==> config.mk <==
export PLATFORM = sky130hd
export DESIGN_NAME = ipmr_top
export DESIGN_NICKNAME = d
export VERILOG_FILES = /design/src/ipmr_pkg.sv /design/src/ipmr_line_gate.sv /design/src/ipmr_top.sv
export VERILOG_INCLUDE_DIRS = /design/src
export SDC_FILE = /design/constraint.sdc
export NUM_CORES = 1
export LEC_CHECK = 0
export ABC_AREA = 1
export BUFFER_PORTS_ARGS = -buffer_cell sky130_fd_sc_hd__buf_2
export CORE_UTILIZATION = 45
export CTS_CLUSTER_DIAMETER = 50
export DETAILED_ROUTE_END_ITERATION = 10
export GPL_ROUTABILITY_DRIVEN = 0
export HOLD_SLACK_MARGIN = 0.05
export PLACE_DENSITY_LB_ADDON = 0.1
export REMOVE_ABC_BUFFERS = 1
export SYNTH_ARGS = -nofsm -noshare
export SYNTH_HDL_FRONTEND = slang
export SYNTH_SLANG_ARGS = --single-unit
==> constraint.sdc <==
create_clock -name hclk -period 3.21 [get_ports hclk]
set_input_delay 0.642 -clock hclk [delete_from_list [all_inputs] [get_ports hclk]]
set_output_delay 0.642 -clock hclk [all_outputs]
set_load 0.02 [all_outputs]
==> src/ipmr_defs.svh <==
/*
 * Constants of the interrupt pending, mask and route block: register
 * byte offsets, field positions, reset values and widths.
 * Assumes it is included by bare name from the package and the modules.
 */
`ifndef IPMR_DEFS_SVH
`define IPMR_DEFS_SVH

// ----------------------------------------------------------------------
// Sizes
// ----------------------------------------------------------------------
`define IPMR_LINES        32
`define IPMR_L2_W         4
`define IPMR_DATA_W       32
`define IPMR_ADDR_W       32
`define IPMR_OFS_W        8

// ----------------------------------------------------------------------
// Register byte offsets
// ----------------------------------------------------------------------
`define IPMR_OFS_NORMAL   8'h00
`define IPMR_OFS_MASK     8'h04
`define IPMR_OFS_LEVEL    8'h08
`define IPMR_OFS_CTRL     8'h0c
`define IPMR_OFS_FAST     8'h10
`define IPMR_OFS_EVT_STS  8'h30
`define IPMR_OFS_EVT_MSK  8'h34

// ----------------------------------------------------------------------
// Fields and reset values
// ----------------------------------------------------------------------
`define IPMR_CTRL_DIM_BIT 0
`define IPMR_EVT_W        3
`define IPMR_EVT_NORMAL   0
`define IPMR_EVT_FAST     1
`define IPMR_EVT_WAKE     2
`define IPMR_CTRL_RST     1'b0
`define IPMR_EVT_RST      3'h0
`define IPMR_HTRANS_NSEQ  2'h2
`define IPMR_HSIZE_WORD   3'h2

`endif

==> src/ipmr_pkg.sv <==
/*
 * Types of the interrupt pending, mask and route block.
 * Assumes ipmr_defs.svh is on the include path.
 */
`include "ipmr_defs.svh"

package ipmr_pkg;

   // Second-level status bits of one line, as held by its source unit
   typedef logic [`IPMR_L2_W-1:0] ipmr_src_grp_t;

   // Captured AHB address phase
   typedef struct packed {
      logic                   valid;
      logic                   write;
      logic [`IPMR_OFS_W-1:0] ofs;
   } ipmr_aphase_t;

   // Bus slave sequencing
   typedef enum logic [0:0] {
      IPMR_BUS_IDLE,
      IPMR_BUS_RD_WAIT
   } ipmr_bus_state_t;

endpackage : ipmr_pkg

==> src/ipmr_line_gate.sv <==
/*
 * One interrupt line: ORs the second-level status bits into the pending
 * flag, gates it with the effective mask and steers it by the route bit.
 * Assumes purely combinational use inside the controller top.
 */
`timescale 1ns/10ps
`default_nettype none
`include "ipmr_defs.svh"

module ipmr_line_gate
#(
   parameter int W = `IPMR_L2_W
)
(
   // Source unit status
   input  wire logic [W-1:0] status,
   // Steering
   input  wire logic         mask_eff,
   input  wire logic         route,
   // Views and outputs
   output logic              pending,
   output logic              normal_view,
   output logic              fast_view,
   output logic              normal_req,
   output logic              fast_req
);

   // No storage here, so the flag tracks the source from reset onward
   assign pending     = |status;
   assign normal_view = pending & ~route;
   assign fast_view   = pending & route;
   // Masked lines leave both inputs alone, route bit ignored
   assign normal_req  = pending & mask_eff & ~route;
   assign fast_req    = pending & mask_eff & route;

endmodule : ipmr_line_gate

`default_nettype wire

==> src/ipmr_top.sv <==
/*
 * First-level interrupt controller with an AHB-Lite register slave.
 * Collects 32 lines from source units, shows normal and fast pending
 * views, masks and routes them to the core's two interrupt inputs and
 * drives a wake request to the power manager.
 * Assumes source units hold their own write-one-to-clear status bits and
 * present them on src_status; idle_mode comes from the power manager;
 * all inputs are synchronous to hclk.
 */
`timescale 1ns/10ps
`default_nettype none
`include "ipmr_defs.svh"

// Summary of operation
// - Thirty-two pending flags in both the normal and the fast views.
// - Each pending flag is read-only, the OR of its line's status bits.
// - Clearing a source status bit drops the flag if none other remains.
// - Status bits clear only on a written one; zero leaves them alone.
// - Pending flags reset to the OR of source status reset states.
// - One mask bit for each of the 32 lines.
// - Outside idle, a line reaches core and power manager only if unmasked.
// - In idle, unless the disable bit is set, masks are ignored and every request becomes active.
// - Masking never hides the pending flag from software.
// - Mask bits are not reset and stay unknown until written.
// - Route bit zero picks the normal input, one picks the fast input.
// - A masked line's route bit affects neither core input.
// - Route bits are not reset; software programs them first.
// - Normal view shows normal-routed lines, fast view fast-routed ones.
// - Idle-mask-disable bit, reset to zero, makes idle wake obey masks.
module ipmr_top
(
   // Clock and reset
   input  wire logic                         hclk,
   input  wire logic                         hresetn,
   // AHB-Lite slave
   input  wire logic                         hsel,
   input  wire logic [`IPMR_ADDR_W-1:0]      haddr,
   input  wire logic [1:0]                   htrans,
   input  wire logic                         hwrite,
   input  wire logic [2:0]                   hsize,
   input  wire logic [`IPMR_DATA_W-1:0]      hwdata,
   input  wire logic                         hready,
   output logic                              hreadyout,
   output logic                              hresp,
   output logic [`IPMR_DATA_W-1:0]           hrdata,
   // Source units and power manager
   input  wire ipmr_pkg::ipmr_src_grp_t [`IPMR_LINES-1:0] src_status,
   input  wire logic                         idle_mode,
   // Core and power manager requests
   output logic                              normal_irq,
   output logic                              fast_interrupt,
   output logic                              wake_req,
   // Block event interrupt
   output logic                              irq
);

   // ----------------------------------------------------------------------
   // Declarations
   // ----------------------------------------------------------------------
   ipmr_pkg::ipmr_bus_state_t bus_state_q;
   ipmr_pkg::ipmr_bus_state_t bus_state_d;
   ipmr_pkg::ipmr_aphase_t    aph_q;
   ipmr_pkg::ipmr_aphase_t    aph_d;
   logic                      hreadyout_q;
   logic                      hreadyout_d;
   logic [`IPMR_DATA_W-1:0]   hrdata_q;
   logic [`IPMR_DATA_W-1:0]   hrdata_d;

   logic [`IPMR_LINES-1:0]    interrupt_mask_q;
   logic [`IPMR_LINES-1:0]    interrupt_mask_d;
   logic [`IPMR_LINES-1:0]    interrupt_routing_level_q;
   logic [`IPMR_LINES-1:0]    interrupt_routing_level_d;
   logic                      mask_written_q;
   logic                      mask_written_d;
   logic                      level_written_q;
   logic                      level_written_d;
   logic                      idle_mask_disable_q;
   logic                      idle_mask_disable_d;

   logic [`IPMR_EVT_W-1:0]    evt_sts_q;
   logic [`IPMR_EVT_W-1:0]    evt_sts_d;
   logic [`IPMR_EVT_W-1:0]    evt_msk_q;
   logic [`IPMR_EVT_W-1:0]    evt_msk_d;
   logic [`IPMR_EVT_W-1:0]    evt_set;

   logic                      normal_irq_q;
   logic                      normal_irq_d;
   logic                      fast_interrupt_q;
   logic                      fast_interrupt_d;
   logic                      wake_req_q;
   logic                      wake_req_d;
   logic                      irq_q;
   logic                      irq_d;

   logic [`IPMR_LINES-1:0]    pending;
   logic [`IPMR_LINES-1:0]    normal_request_pending;
   logic [`IPMR_LINES-1:0]    fast_request_pending;
   logic [`IPMR_LINES-1:0]    normal_line;
   logic [`IPMR_LINES-1:0]    fast_line;
   logic [`IPMR_LINES-1:0]    mask_eff;
   logic                      masks_ignored;
   logic                      addr_take;
   logic                      wr_commit;

   // ----------------------------------------------------------------------
   // Line gating
   // ----------------------------------------------------------------------
   // In idle the mask is forced to all ones unless the disable bit is set
   assign masks_ignored = idle_mode & ~idle_mask_disable_q;

   always_comb
   begin
      if (masks_ignored)
      begin
         mask_eff = '1;
      end
      else if (mask_written_q)
      begin
         mask_eff = interrupt_mask_q;
      end
      else
      begin
         // Mask content unknown until written: keep the outputs quiet
         mask_eff = '0;
      end
   end

   generate
      for (genvar i = 0; i < `IPMR_LINES; i++)
      begin : g_line
         ipmr_line_gate #(
            .W (`IPMR_L2_W)
         ) u_gate (
            .status      (src_status[i]),
            .mask_eff    (mask_eff[i]),
            .route       (interrupt_routing_level_q[i]),
            .pending     (pending[i]),
            .normal_view (normal_request_pending[i]),
            .fast_view   (fast_request_pending[i]),
            .normal_req  (normal_line[i]),
            .fast_req    (fast_line[i])
         );
      end
   endgenerate

   // ----------------------------------------------------------------------
   // Core and power manager requests
   // ----------------------------------------------------------------------
   always_comb
   begin
      // Route bits unknown until written, so routed outputs wait for them
      normal_irq_d     = level_written_q & (|normal_line);
      fast_interrupt_d = level_written_q & (|fast_line);
      // Wake does not depend on routing, only on the effective mask
      wake_req_d       = |(pending & mask_eff);
   end

   always_ff @(posedge hclk or negedge hresetn)
   begin
      if (!hresetn)
      begin
         normal_irq_q     <= 1'b0;
         fast_interrupt_q <= 1'b0;
         wake_req_q       <= 1'b0;
      end
      else
      begin
         normal_irq_q     <= normal_irq_d;
         fast_interrupt_q <= fast_interrupt_d;
         wake_req_q       <= wake_req_d;
      end
   end

   // ----------------------------------------------------------------------
   // AHB-Lite address phase and read wait state
   // ----------------------------------------------------------------------
   assign addr_take = hsel & hready & htrans[1];
   assign wr_commit = aph_q.valid & aph_q.write;

   always_comb
   begin
      bus_state_d = bus_state_q;
      aph_d       = aph_q;
      hreadyout_d = hreadyout_q;
      hrdata_d    = hrdata_q;
      unique case (bus_state_q)
         ipmr_pkg::IPMR_BUS_IDLE:
         begin
            aph_d.valid = addr_take;
            aph_d.write = hwrite;
            aph_d.ofs   = haddr[`IPMR_OFS_W-1:0];
            if (addr_take && !hwrite)
            begin
               // One wait state lets a write in flight land before the read
               hreadyout_d = 1'b0;
               bus_state_d = ipmr_pkg::IPMR_BUS_RD_WAIT;
            end
         end
         ipmr_pkg::IPMR_BUS_RD_WAIT:
         begin
            aph_d.valid = 1'b0;
            hreadyout_d = 1'b1;
            bus_state_d = ipmr_pkg::IPMR_BUS_IDLE;
            unique case (aph_q.ofs)
               `IPMR_OFS_NORMAL: hrdata_d = normal_request_pending;
               `IPMR_OFS_FAST:   hrdata_d = fast_request_pending;
               `IPMR_OFS_MASK:   hrdata_d = interrupt_mask_q;
               `IPMR_OFS_LEVEL:  hrdata_d = interrupt_routing_level_q;
               `IPMR_OFS_CTRL:   hrdata_d = {31'h0, idle_mask_disable_q};
               `IPMR_OFS_EVT_STS: hrdata_d = {29'h0, evt_sts_q};
               `IPMR_OFS_EVT_MSK: hrdata_d = {29'h0, evt_msk_q};
               default:          hrdata_d = 32'h0;
            endcase
         end
      endcase
   end

   always_ff @(posedge hclk or negedge hresetn)
   begin
      if (!hresetn)
      begin
         bus_state_q <= ipmr_pkg::IPMR_BUS_IDLE;
         aph_q       <= '0;
         hreadyout_q <= 1'b1;
         hrdata_q    <= 32'h0;
      end
      else
      begin
         bus_state_q <= bus_state_d;
         aph_q       <= aph_d;
         hreadyout_q <= hreadyout_d;
         hrdata_q    <= hrdata_d;
      end
   end

   // ----------------------------------------------------------------------
   // Mask and route registers
   // ----------------------------------------------------------------------
   // Pending views are computed, never written: writes to them are dropped
   always_comb
   begin
      interrupt_mask_d          = interrupt_mask_q;
      interrupt_routing_level_d = interrupt_routing_level_q;
      if (wr_commit && aph_q.ofs == `IPMR_OFS_MASK)
      begin
         interrupt_mask_d = hwdata;
      end
      if (wr_commit && aph_q.ofs == `IPMR_OFS_LEVEL)
      begin
         interrupt_routing_level_d = hwdata;
      end
   end

   // No reset on purpose: contents stay whatever they were until written
   always_ff @(posedge hclk)
   begin
      interrupt_mask_q          <= interrupt_mask_d;
      interrupt_routing_level_q <= interrupt_routing_level_d;
   end

   // ----------------------------------------------------------------------
   // Control register and written flags
   // ----------------------------------------------------------------------
   always_comb
   begin
      idle_mask_disable_d = idle_mask_disable_q;
      mask_written_d      = mask_written_q;
      level_written_d     = level_written_q;
      if (wr_commit && aph_q.ofs == `IPMR_OFS_CTRL)
      begin
         idle_mask_disable_d = hwdata[`IPMR_CTRL_DIM_BIT];
      end
      if (wr_commit && aph_q.ofs == `IPMR_OFS_MASK)
      begin
         mask_written_d = 1'b1;
      end
      if (wr_commit && aph_q.ofs == `IPMR_OFS_LEVEL)
      begin
         level_written_d = 1'b1;
      end
   end

   always_ff @(posedge hclk or negedge hresetn)
   begin
      if (!hresetn)
      begin
         idle_mask_disable_q <= `IPMR_CTRL_RST;
         mask_written_q      <= 1'b0;
         level_written_q     <= 1'b0;
      end
      else
      begin
         idle_mask_disable_q <= idle_mask_disable_d;
         mask_written_q      <= mask_written_d;
         level_written_q     <= level_written_d;
      end
   end

   // ----------------------------------------------------------------------
   // Block events and interrupt
   // ----------------------------------------------------------------------
   // Events are rising edges of the registered requests
   always_comb
   begin
      evt_set                  = '0;
      evt_set[`IPMR_EVT_NORMAL] = normal_irq_d & ~normal_irq_q;
      evt_set[`IPMR_EVT_FAST]   = fast_interrupt_d & ~fast_interrupt_q;
      evt_set[`IPMR_EVT_WAKE]   = wake_req_d & ~wake_req_q;
   end

   always_comb
   begin
      evt_sts_d = evt_sts_q;
      evt_msk_d = evt_msk_q;
      if (wr_commit && aph_q.ofs == `IPMR_OFS_EVT_STS)
      begin
         // Ones clear, zeros leave the bit alone
         evt_sts_d = evt_sts_q & ~hwdata[`IPMR_EVT_W-1:0];
      end
      // A new event in the clearing cycle survives the clear
      evt_sts_d = evt_sts_d | evt_set;
      if (wr_commit && aph_q.ofs == `IPMR_OFS_EVT_MSK)
      begin
         evt_msk_d = hwdata[`IPMR_EVT_W-1:0];
      end
      irq_d = |(evt_sts_d & evt_msk_d);
   end

   always_ff @(posedge hclk or negedge hresetn)
   begin
      if (!hresetn)
      begin
         evt_sts_q <= `IPMR_EVT_RST;
         evt_msk_q <= `IPMR_EVT_RST;
         irq_q     <= 1'b0;
      end
      else
      begin
         evt_sts_q <= evt_sts_d;
         evt_msk_q <= evt_msk_d;
         irq_q     <= irq_d;
      end
   end

   // ----------------------------------------------------------------------
   // Outputs
   // ----------------------------------------------------------------------
   assign hreadyout      = hreadyout_q;
   assign hresp          = 1'b0;
   assign hrdata         = hrdata_q;
   assign normal_irq     = normal_irq_q;
   assign fast_interrupt = fast_interrupt_q;
   assign wake_req       = wake_req_q;
   assign irq            = irq_q;

endmodule : ipmr_top

`default_nettype wire

* Word level (Yosys, flattened, before mapping)
Cells that the tools add are included.
** Word-level totals
- Memory bits (writable) :: 0
- Memories :: 0
- Input port bits :: 203
- Output and inout port bits :: 38
- Memory bits (read-only) :: 0
- Register bits after elaboration :: 121
- Latch bits :: 0
** Operators by class
- Equal/unequal tests :: 7
- Reduce and logical (&&, ||, !) cells :: 44
- Order comparisons :: 0
- Divide/modulo/power cells :: 0
- Muxes and demuxes :: 10
- Bitwise logic cells :: 211
- Shift-type cells :: 0
- Add/subtract/negate cells :: 0
- Multiply operators :: 0
** Operator list (number)
- 32-bit one-hot mux with 7 select lines :: 1
- 1-bit AND :: 169
- 4-bit OR reduction :: 32
- 32-bit OR reduction :: 3
- 32-bit two-way mux :: 2
- 1-bit inverter :: 37
- 32-bit AND :: 1
- 8-bit by 4-bit == test with 1-bit output (second input constant) :: 2
- 8-bit by 6-bit == test with 1-bit output (second input constant) :: 2
- 8-bit by 3-bit == test with 1-bit output (second input constant) :: 1
- 8-bit by 5-bit == test with 1-bit output (second input constant) :: 1
- 8-bit logical NOT :: 1
- 3-bit AND :: 2
- 1-bit logical AND :: 6
- 3-bit two-way mux :: 2
- 1-bit one-hot mux with 2 select lines :: 3
- 3-bit inverter :: 1
- 3-bit OR :: 1
- 3-bit OR reduction :: 1
- 1-bit two-way mux :: 2
- 2-bit != test (second input constant) :: 1
- 1-bit logical NOT :: 1

* Depth between registers and ports, before layout
- Depth in word-level cells :: 11
- Gate-level depth with buffers :: 14
- Mapped depth without buffers :: 13

* By module
A second synthesis with hierarchy kept.
** Unflattened totals
- Cell total of the unflattened synthesis :: 975
- Area, all modules :: 7379.6 um^2
** By module, submodules not included
- ipmr_top :: area each 5898.2 um^2, cells an instance 687, times used 1
- ipmr_line_gate :: area each 46.3 um^2, cells an instance 9, times used 32

* Least setup slack after synthesis
No wires, ideal clock.
- Path kind :: flip-flop to flip-flop
- Start :: register aph_q[6] in the netlist's numbering
- End :: register interrupt_routing_level_q[0], enable pin
- Library setup time :: 0.421 ns
- Path buffers :: 1
- Setup slack :: 0.344 ns
- Period minus slack after synthesis :: 2.866 ns
- Stages on the path, launching flop included :: 7
- Data arrival time :: 2.445 ns
- Required time :: 2.789 ns
- Cells stage by stage :: dfrtp_1 nor2_1 nand2_1 nor2_2 nand4_1 buf_2 nor2_1
** Between the ends
- Longest elaborated chain between the ends :: 2
** RTL lines
- start, declared :: RTL line ipmr_top.sv:62 : ipmr_pkg::ipmr_aphase_t aph_q;
- start signal, assigned :: RTL line ipmr_top.sv:230 : aph_q <= aph_d;
- 8-bit by 4-bit == test with 1-bit output
- 1-bit logical AND (no line)
- end signal, assigned :: RTL line ipmr_top.sv:258 : interrupt_routing_level_q <= interrupt_routing_level_d;
- end, declared :: RTL line ipmr_top.sv:71 : logic [`IPMR_LINES-1:0] interrupt_routing_level_q;
Every way passes these cells.
A chain may end at the register's enable or synchronous reset.

* Worst setup path after layout
- Start :: register mask_written_q
- End :: register irq_q, in the netlist irq
** Between the ends
- Longest elaborated chain between the ends :: 10
- Elaborated cells on any way between the ends :: 110
- Classes of those cells :: 2 x mux; 104 x bitwise; 4 x reduce/logical
** RTL lines
- start, declared :: RTL line ipmr_top.sv:73 : logic mask_written_q;
- start signal, assigned :: RTL line ipmr_top.sv:294 : mask_written_q <= mask_written_d;
- 32-bit two-way mux (*) :: RTL line ipmr_top.sv:117 : else if (mask_written_q)
- 32-bit two-way mux (*) :: RTL line ipmr_top.sv:113 : if (masks_ignored)
- 1-bit AND (2 in series) :: RTL line ipmr_line_gate.sv:33 : assign normal_req = pending & mask_eff & ~route;
- 32-bit OR reduction (*) :: RTL line ipmr_top.sv:152 : normal_irq_d = level_written_q & (|normal_line);
- 1-bit AND (*) :: RTL line ipmr_top.sv:152
- 1-bit AND (*) :: RTL line ipmr_top.sv:306 : evt_set[`IPMR_EVT_NORMAL] = normal_irq_d & ~normal_irq_q;
- 3-bit OR (*) :: RTL line ipmr_top.sv:321 : evt_sts_d = evt_sts_d | evt_set;
- named net evt_sts_d[0] :: RTL line ipmr_top.sv:81 : logic [`IPMR_EVT_W-1:0] evt_sts_d;
- 3-bit AND (*) :: RTL line ipmr_top.sv:326 : irq_d = |(evt_sts_d & evt_msk_d);
- 3-bit OR reduction (*) :: RTL line ipmr_top.sv:326
- named net irq_d :: RTL line ipmr_top.sv:93 : logic irq_d;
- end signal, assigned :: RTL line ipmr_top.sv:341 : irq_q <= irq_d;
- end, declared :: RTL line ipmr_top.sv:92 : logic irq_q;
The timed path passes the listed nets; every way through them passes the cells marked *.

==> results_dict.tcl <==
set metrics [dict create \
    start_kind "flop" \
    design_area_sq_um 8402 \
    fp.dieH_microns 123.0 \
    async_flop_share_pct 47.11 \
    synth_ff_type "edfxtp_1" \
    cpMostUsedCell "nand2_1" \
    crit_fanout 15 \
    synth_top_area_cell "edfxtp_1" \
    dieArea_sq_um 15130 \
    grt_pass1_wl_mm 27.26 \
    ys_types 29 \
    cts_max_level 4 \
    syn_area_per_cell_sq_um 8.579 \
    rr_startpoint "mask_written_q$_DFFE_PN0P_" \
    seq_area_frac_synth_pct 50.84 \
    drv_slew 0 \
    dr_total_vias 5892 \
    port_buffers 211 \
    post-route-period-util_pct 67.21 \
    synth_area_leaders "edfxtp_1 29%, dfrtp_1 21%, nand2_1 12%, nand3_1 7.7%, nor2_1 5.9%" \
    routed_wirelength_mm 17.23 \
    cellPowerDensity_nw_per_um2 468.7 \
    cts_tree "built" \
    setup_slack_ps 1053 \
    dr.pass1.iters 5 \
    coreArea_sq_um 14100 \
    worstPathCellList "buf_4 > nand2_1 > nand2_1 > nand3_1 > nand2_1 > nor2_1 > nand2_1 > nor2_1 > nand2_1 > nand3_1 > nand2_1 > nand2_1 > nand3_1" \
    hold_path.class "primary input to async pin" \
    holdWs_ps 361.6 \
    hold_viol 0 \
    ys_warn_count 0 \
    cts_buffer_depth 2 \
    drtIter0Drc 293 \
    antenna_found_initial 1 \
    postCtsSetupBuffers 0 \
    crit_slowest_cell "dfrtp_1" \
    status "finished clean" \
    skew_ps 7.125 \
    relSlewSlack_pct 36.09 \
    start_util_pct 46.74 \
    drive_gt1_share_pct 29.62 \
    clk_pin_slew_ps 50 \
    ys_seq_elements 121 \
    placed_cell_area_sq_um 7828 \
    die_width_microns 123.0 \
    viasPerCell 5.010 \
    synth_commonest_cells "210 x nand2_1, 104 x nor2_1, 101 x nand3_1, 64 x edfxtp_1, 59 x inv_1" \
    ctsHoldBuffers 0 \
    crit_arrival_ps 2450 \
    fmax_ghz 0.4635 \
    grt_pass1_vias 5605 \
    post-route-util_pct 59.60 \
    tightest_slew_ps 958.6 \
    max-vdd-ir-drop_mv 0.3194 \
    drc 0 \
    antenna_left 0 \
    synth_cells 768 \
    clock_tree.root_cell "clkbuf_16" \
    max-cap-violations 0 \
    wl_per_cell_microns 14.65 \
    pre_cts_slack_ps 847.8 \
    synthesis.area_sq_um 6589 \
    crit_family "simple AND/OR/NAND/NOR gates" \
    period_minus_slack_ps 2157 \
    cts_sinks 121 \
    r2r_setup_slack_ps 1050 \
    grt_usage_pct 24.44 \
    ctsResizeCount 0 \
    clock_latency_ps 420 \
    dp_hpwl_mm 12.13 \
    critPathKind "flop to flop" \
    areaGrowthSynthToFinish_pct 27.52 \
    cp.buffers_inverters 1 \
    grt_max_degree 41 \
    synth_top_area_share_pct 29.17 \
    p_total_uw 3938 \
    rsz0062_at_grt "no" \
    synth_edf_count 64 \
    r2r_cells 13 \
    layout.nets 1186 \
    ios 241 \
    diodes 0 \
    p_leak_uw 0.004062 \
    crit_path_end_kind "flop" \
    yosysMostFrequentCell "nand2_1" \
    slowest_delay_ps 610 \
    num_rows 43 \
    cts_made_buffers 17 \
    regToRegEndpoint "irq$_DFF_PN0_" \
    setup_viol 0 \
    fillCellCount 1315 \
    globalRouteOverflowTotal 0 \
    cp.required_ps 3500 \
]
[cells in the final DEF, fill, tap and decap left out, types with 2 or more instances in the layout]
| master | netlist | layout |
|---|---|---|
| clkbuf_1 | 6 | 3 |
| mux2_2 | 33 | 33 |
| dfrtp_1 | 56 | 54 |
| nand3b_1 | 2 | 2 |
| nor2_2 | 2 | 3 |
| buf_4 | 3 | 8 |
| nor2_4 | 0 | 2 |
| o211ai_1 | 23 | 23 |
| xnor2_1 | 30 | 30 |
| clkbuf_16 | 0 | 17 |
| o21ai_1 | 12 | 12 |
| a21oi_1 | 8 | 8 |
| edfxtp_1 | 64 | 64 |
| o21ai_0 | 17 | 17 |
| o221ai_1 | 5 | 5 |
| inv_1 | 59 | 59 |
| bufinv_16 | 0 | 2 |
| dfrtp_2 | 0 | 2 |
| nand4_1 | 5 | 5 |
| clkinv_2 | 0 | 5 |
| buf_12 | 0 | 2 |
| clkbuf_8 | 0 | 3 |
| nand2_1 | 210 | 210 |
| nand3_1 | 101 | 101 |
| xor2_1 | 2 | 2 |
| nor2_1 | 104 | 101 |
| inv_2 | 3 | 3 |
| buf_2 | 10 | 211 |
[worst max-delay path by stage]
stage                                     from                                endpoint  slack, ps  cells past startpoint
CTS                 mask_written_q$_DFFE_PN0P_                           irq$_DFF_PN0_       1010                     13
global route        mask_written_q$_DFFE_PN0P_                           irq$_DFF_PN0_        790                     13
detailed placement                   idle_mode                           irq$_DFF_PN0_        850                     13
floorplan                 aph_q[4]$_DFFE_PN0N_  interrupt_routing_level_q[0]$_DFFE_PP_       -760                      3
finish              mask_written_q$_DFFE_PN0P_                           irq$_DFF_PN0_       1050                     13
global placement                     idle_mode                           irq$_DFF_PN0_        850                     13
[state kept, by name, summed over array words and instances (netlist names), 3 cells and up]
name,cells
interrupt_routing_level_q,32
aph_q,10
hrdata,32
interrupt_mask_q,32
evt_msk_q,3
evt_sts_q,3
[report_power, final]
group	switching [uW]	internal, uW	leakage, uW	total (uW)
clock	664	1190	0.000284	1860
combinational	220	167	0.00246	387
sequential	18.7	1680	0.00132	1690
total	902	3040	0.00406	3940
[routing by layer]
layer | track usage (%) | part of all wire, % | vias up
met3 | 5.028 | 6.6 | 23
met1 | 30.37 | 43 | 2663
met4 | 9.187 | 1.5 | 0
li1 | - | - | 2999
met2 | 41.85 | 48 | 207
met5 | 0 | 0 | -
[layout make-up]
cell class | instances | area [sq um] | area share (%)
clock buffer | 23 | 478.0 | 5.689
clock inverter | 9 | 96.34 | 1.147
inverter | 62 | 232.7 | 2.770
multi-input combinational | 560 | 2861 | 34.06
sequential | 121 | 3352 | 39.90
tap | 180 | 225.2 | 2.681
timing repair buffer | 221 | 1156 | 13.76
[cell families (layout without fill, tap and decap cells)]
logic type	after synthesis	in the layout	share of synthesized area [%]
AND/OR/NAND/NOR	426	426	26.72
AO/OA/AOI/OAI	68	68	6.495
multiplexers	33	33	5.640
XOR/XNOR	32	32	4.254
other	1	1	0.05691
flip-flops	121	121	50.84
buffers and inverters	87	315	6.001
[through the flow]
stage | instances | setup TNS (ps)
2_1_floorplan | 743 | -24400
3_3_place_gp | 1144 | 0
3_5_place_dp | 1144 | 0
4_1_cts | 1176 | 0
5_1_grt | 1176 | 0
6_report | 1176 | 0
Power figures use the tool's default switching activity.
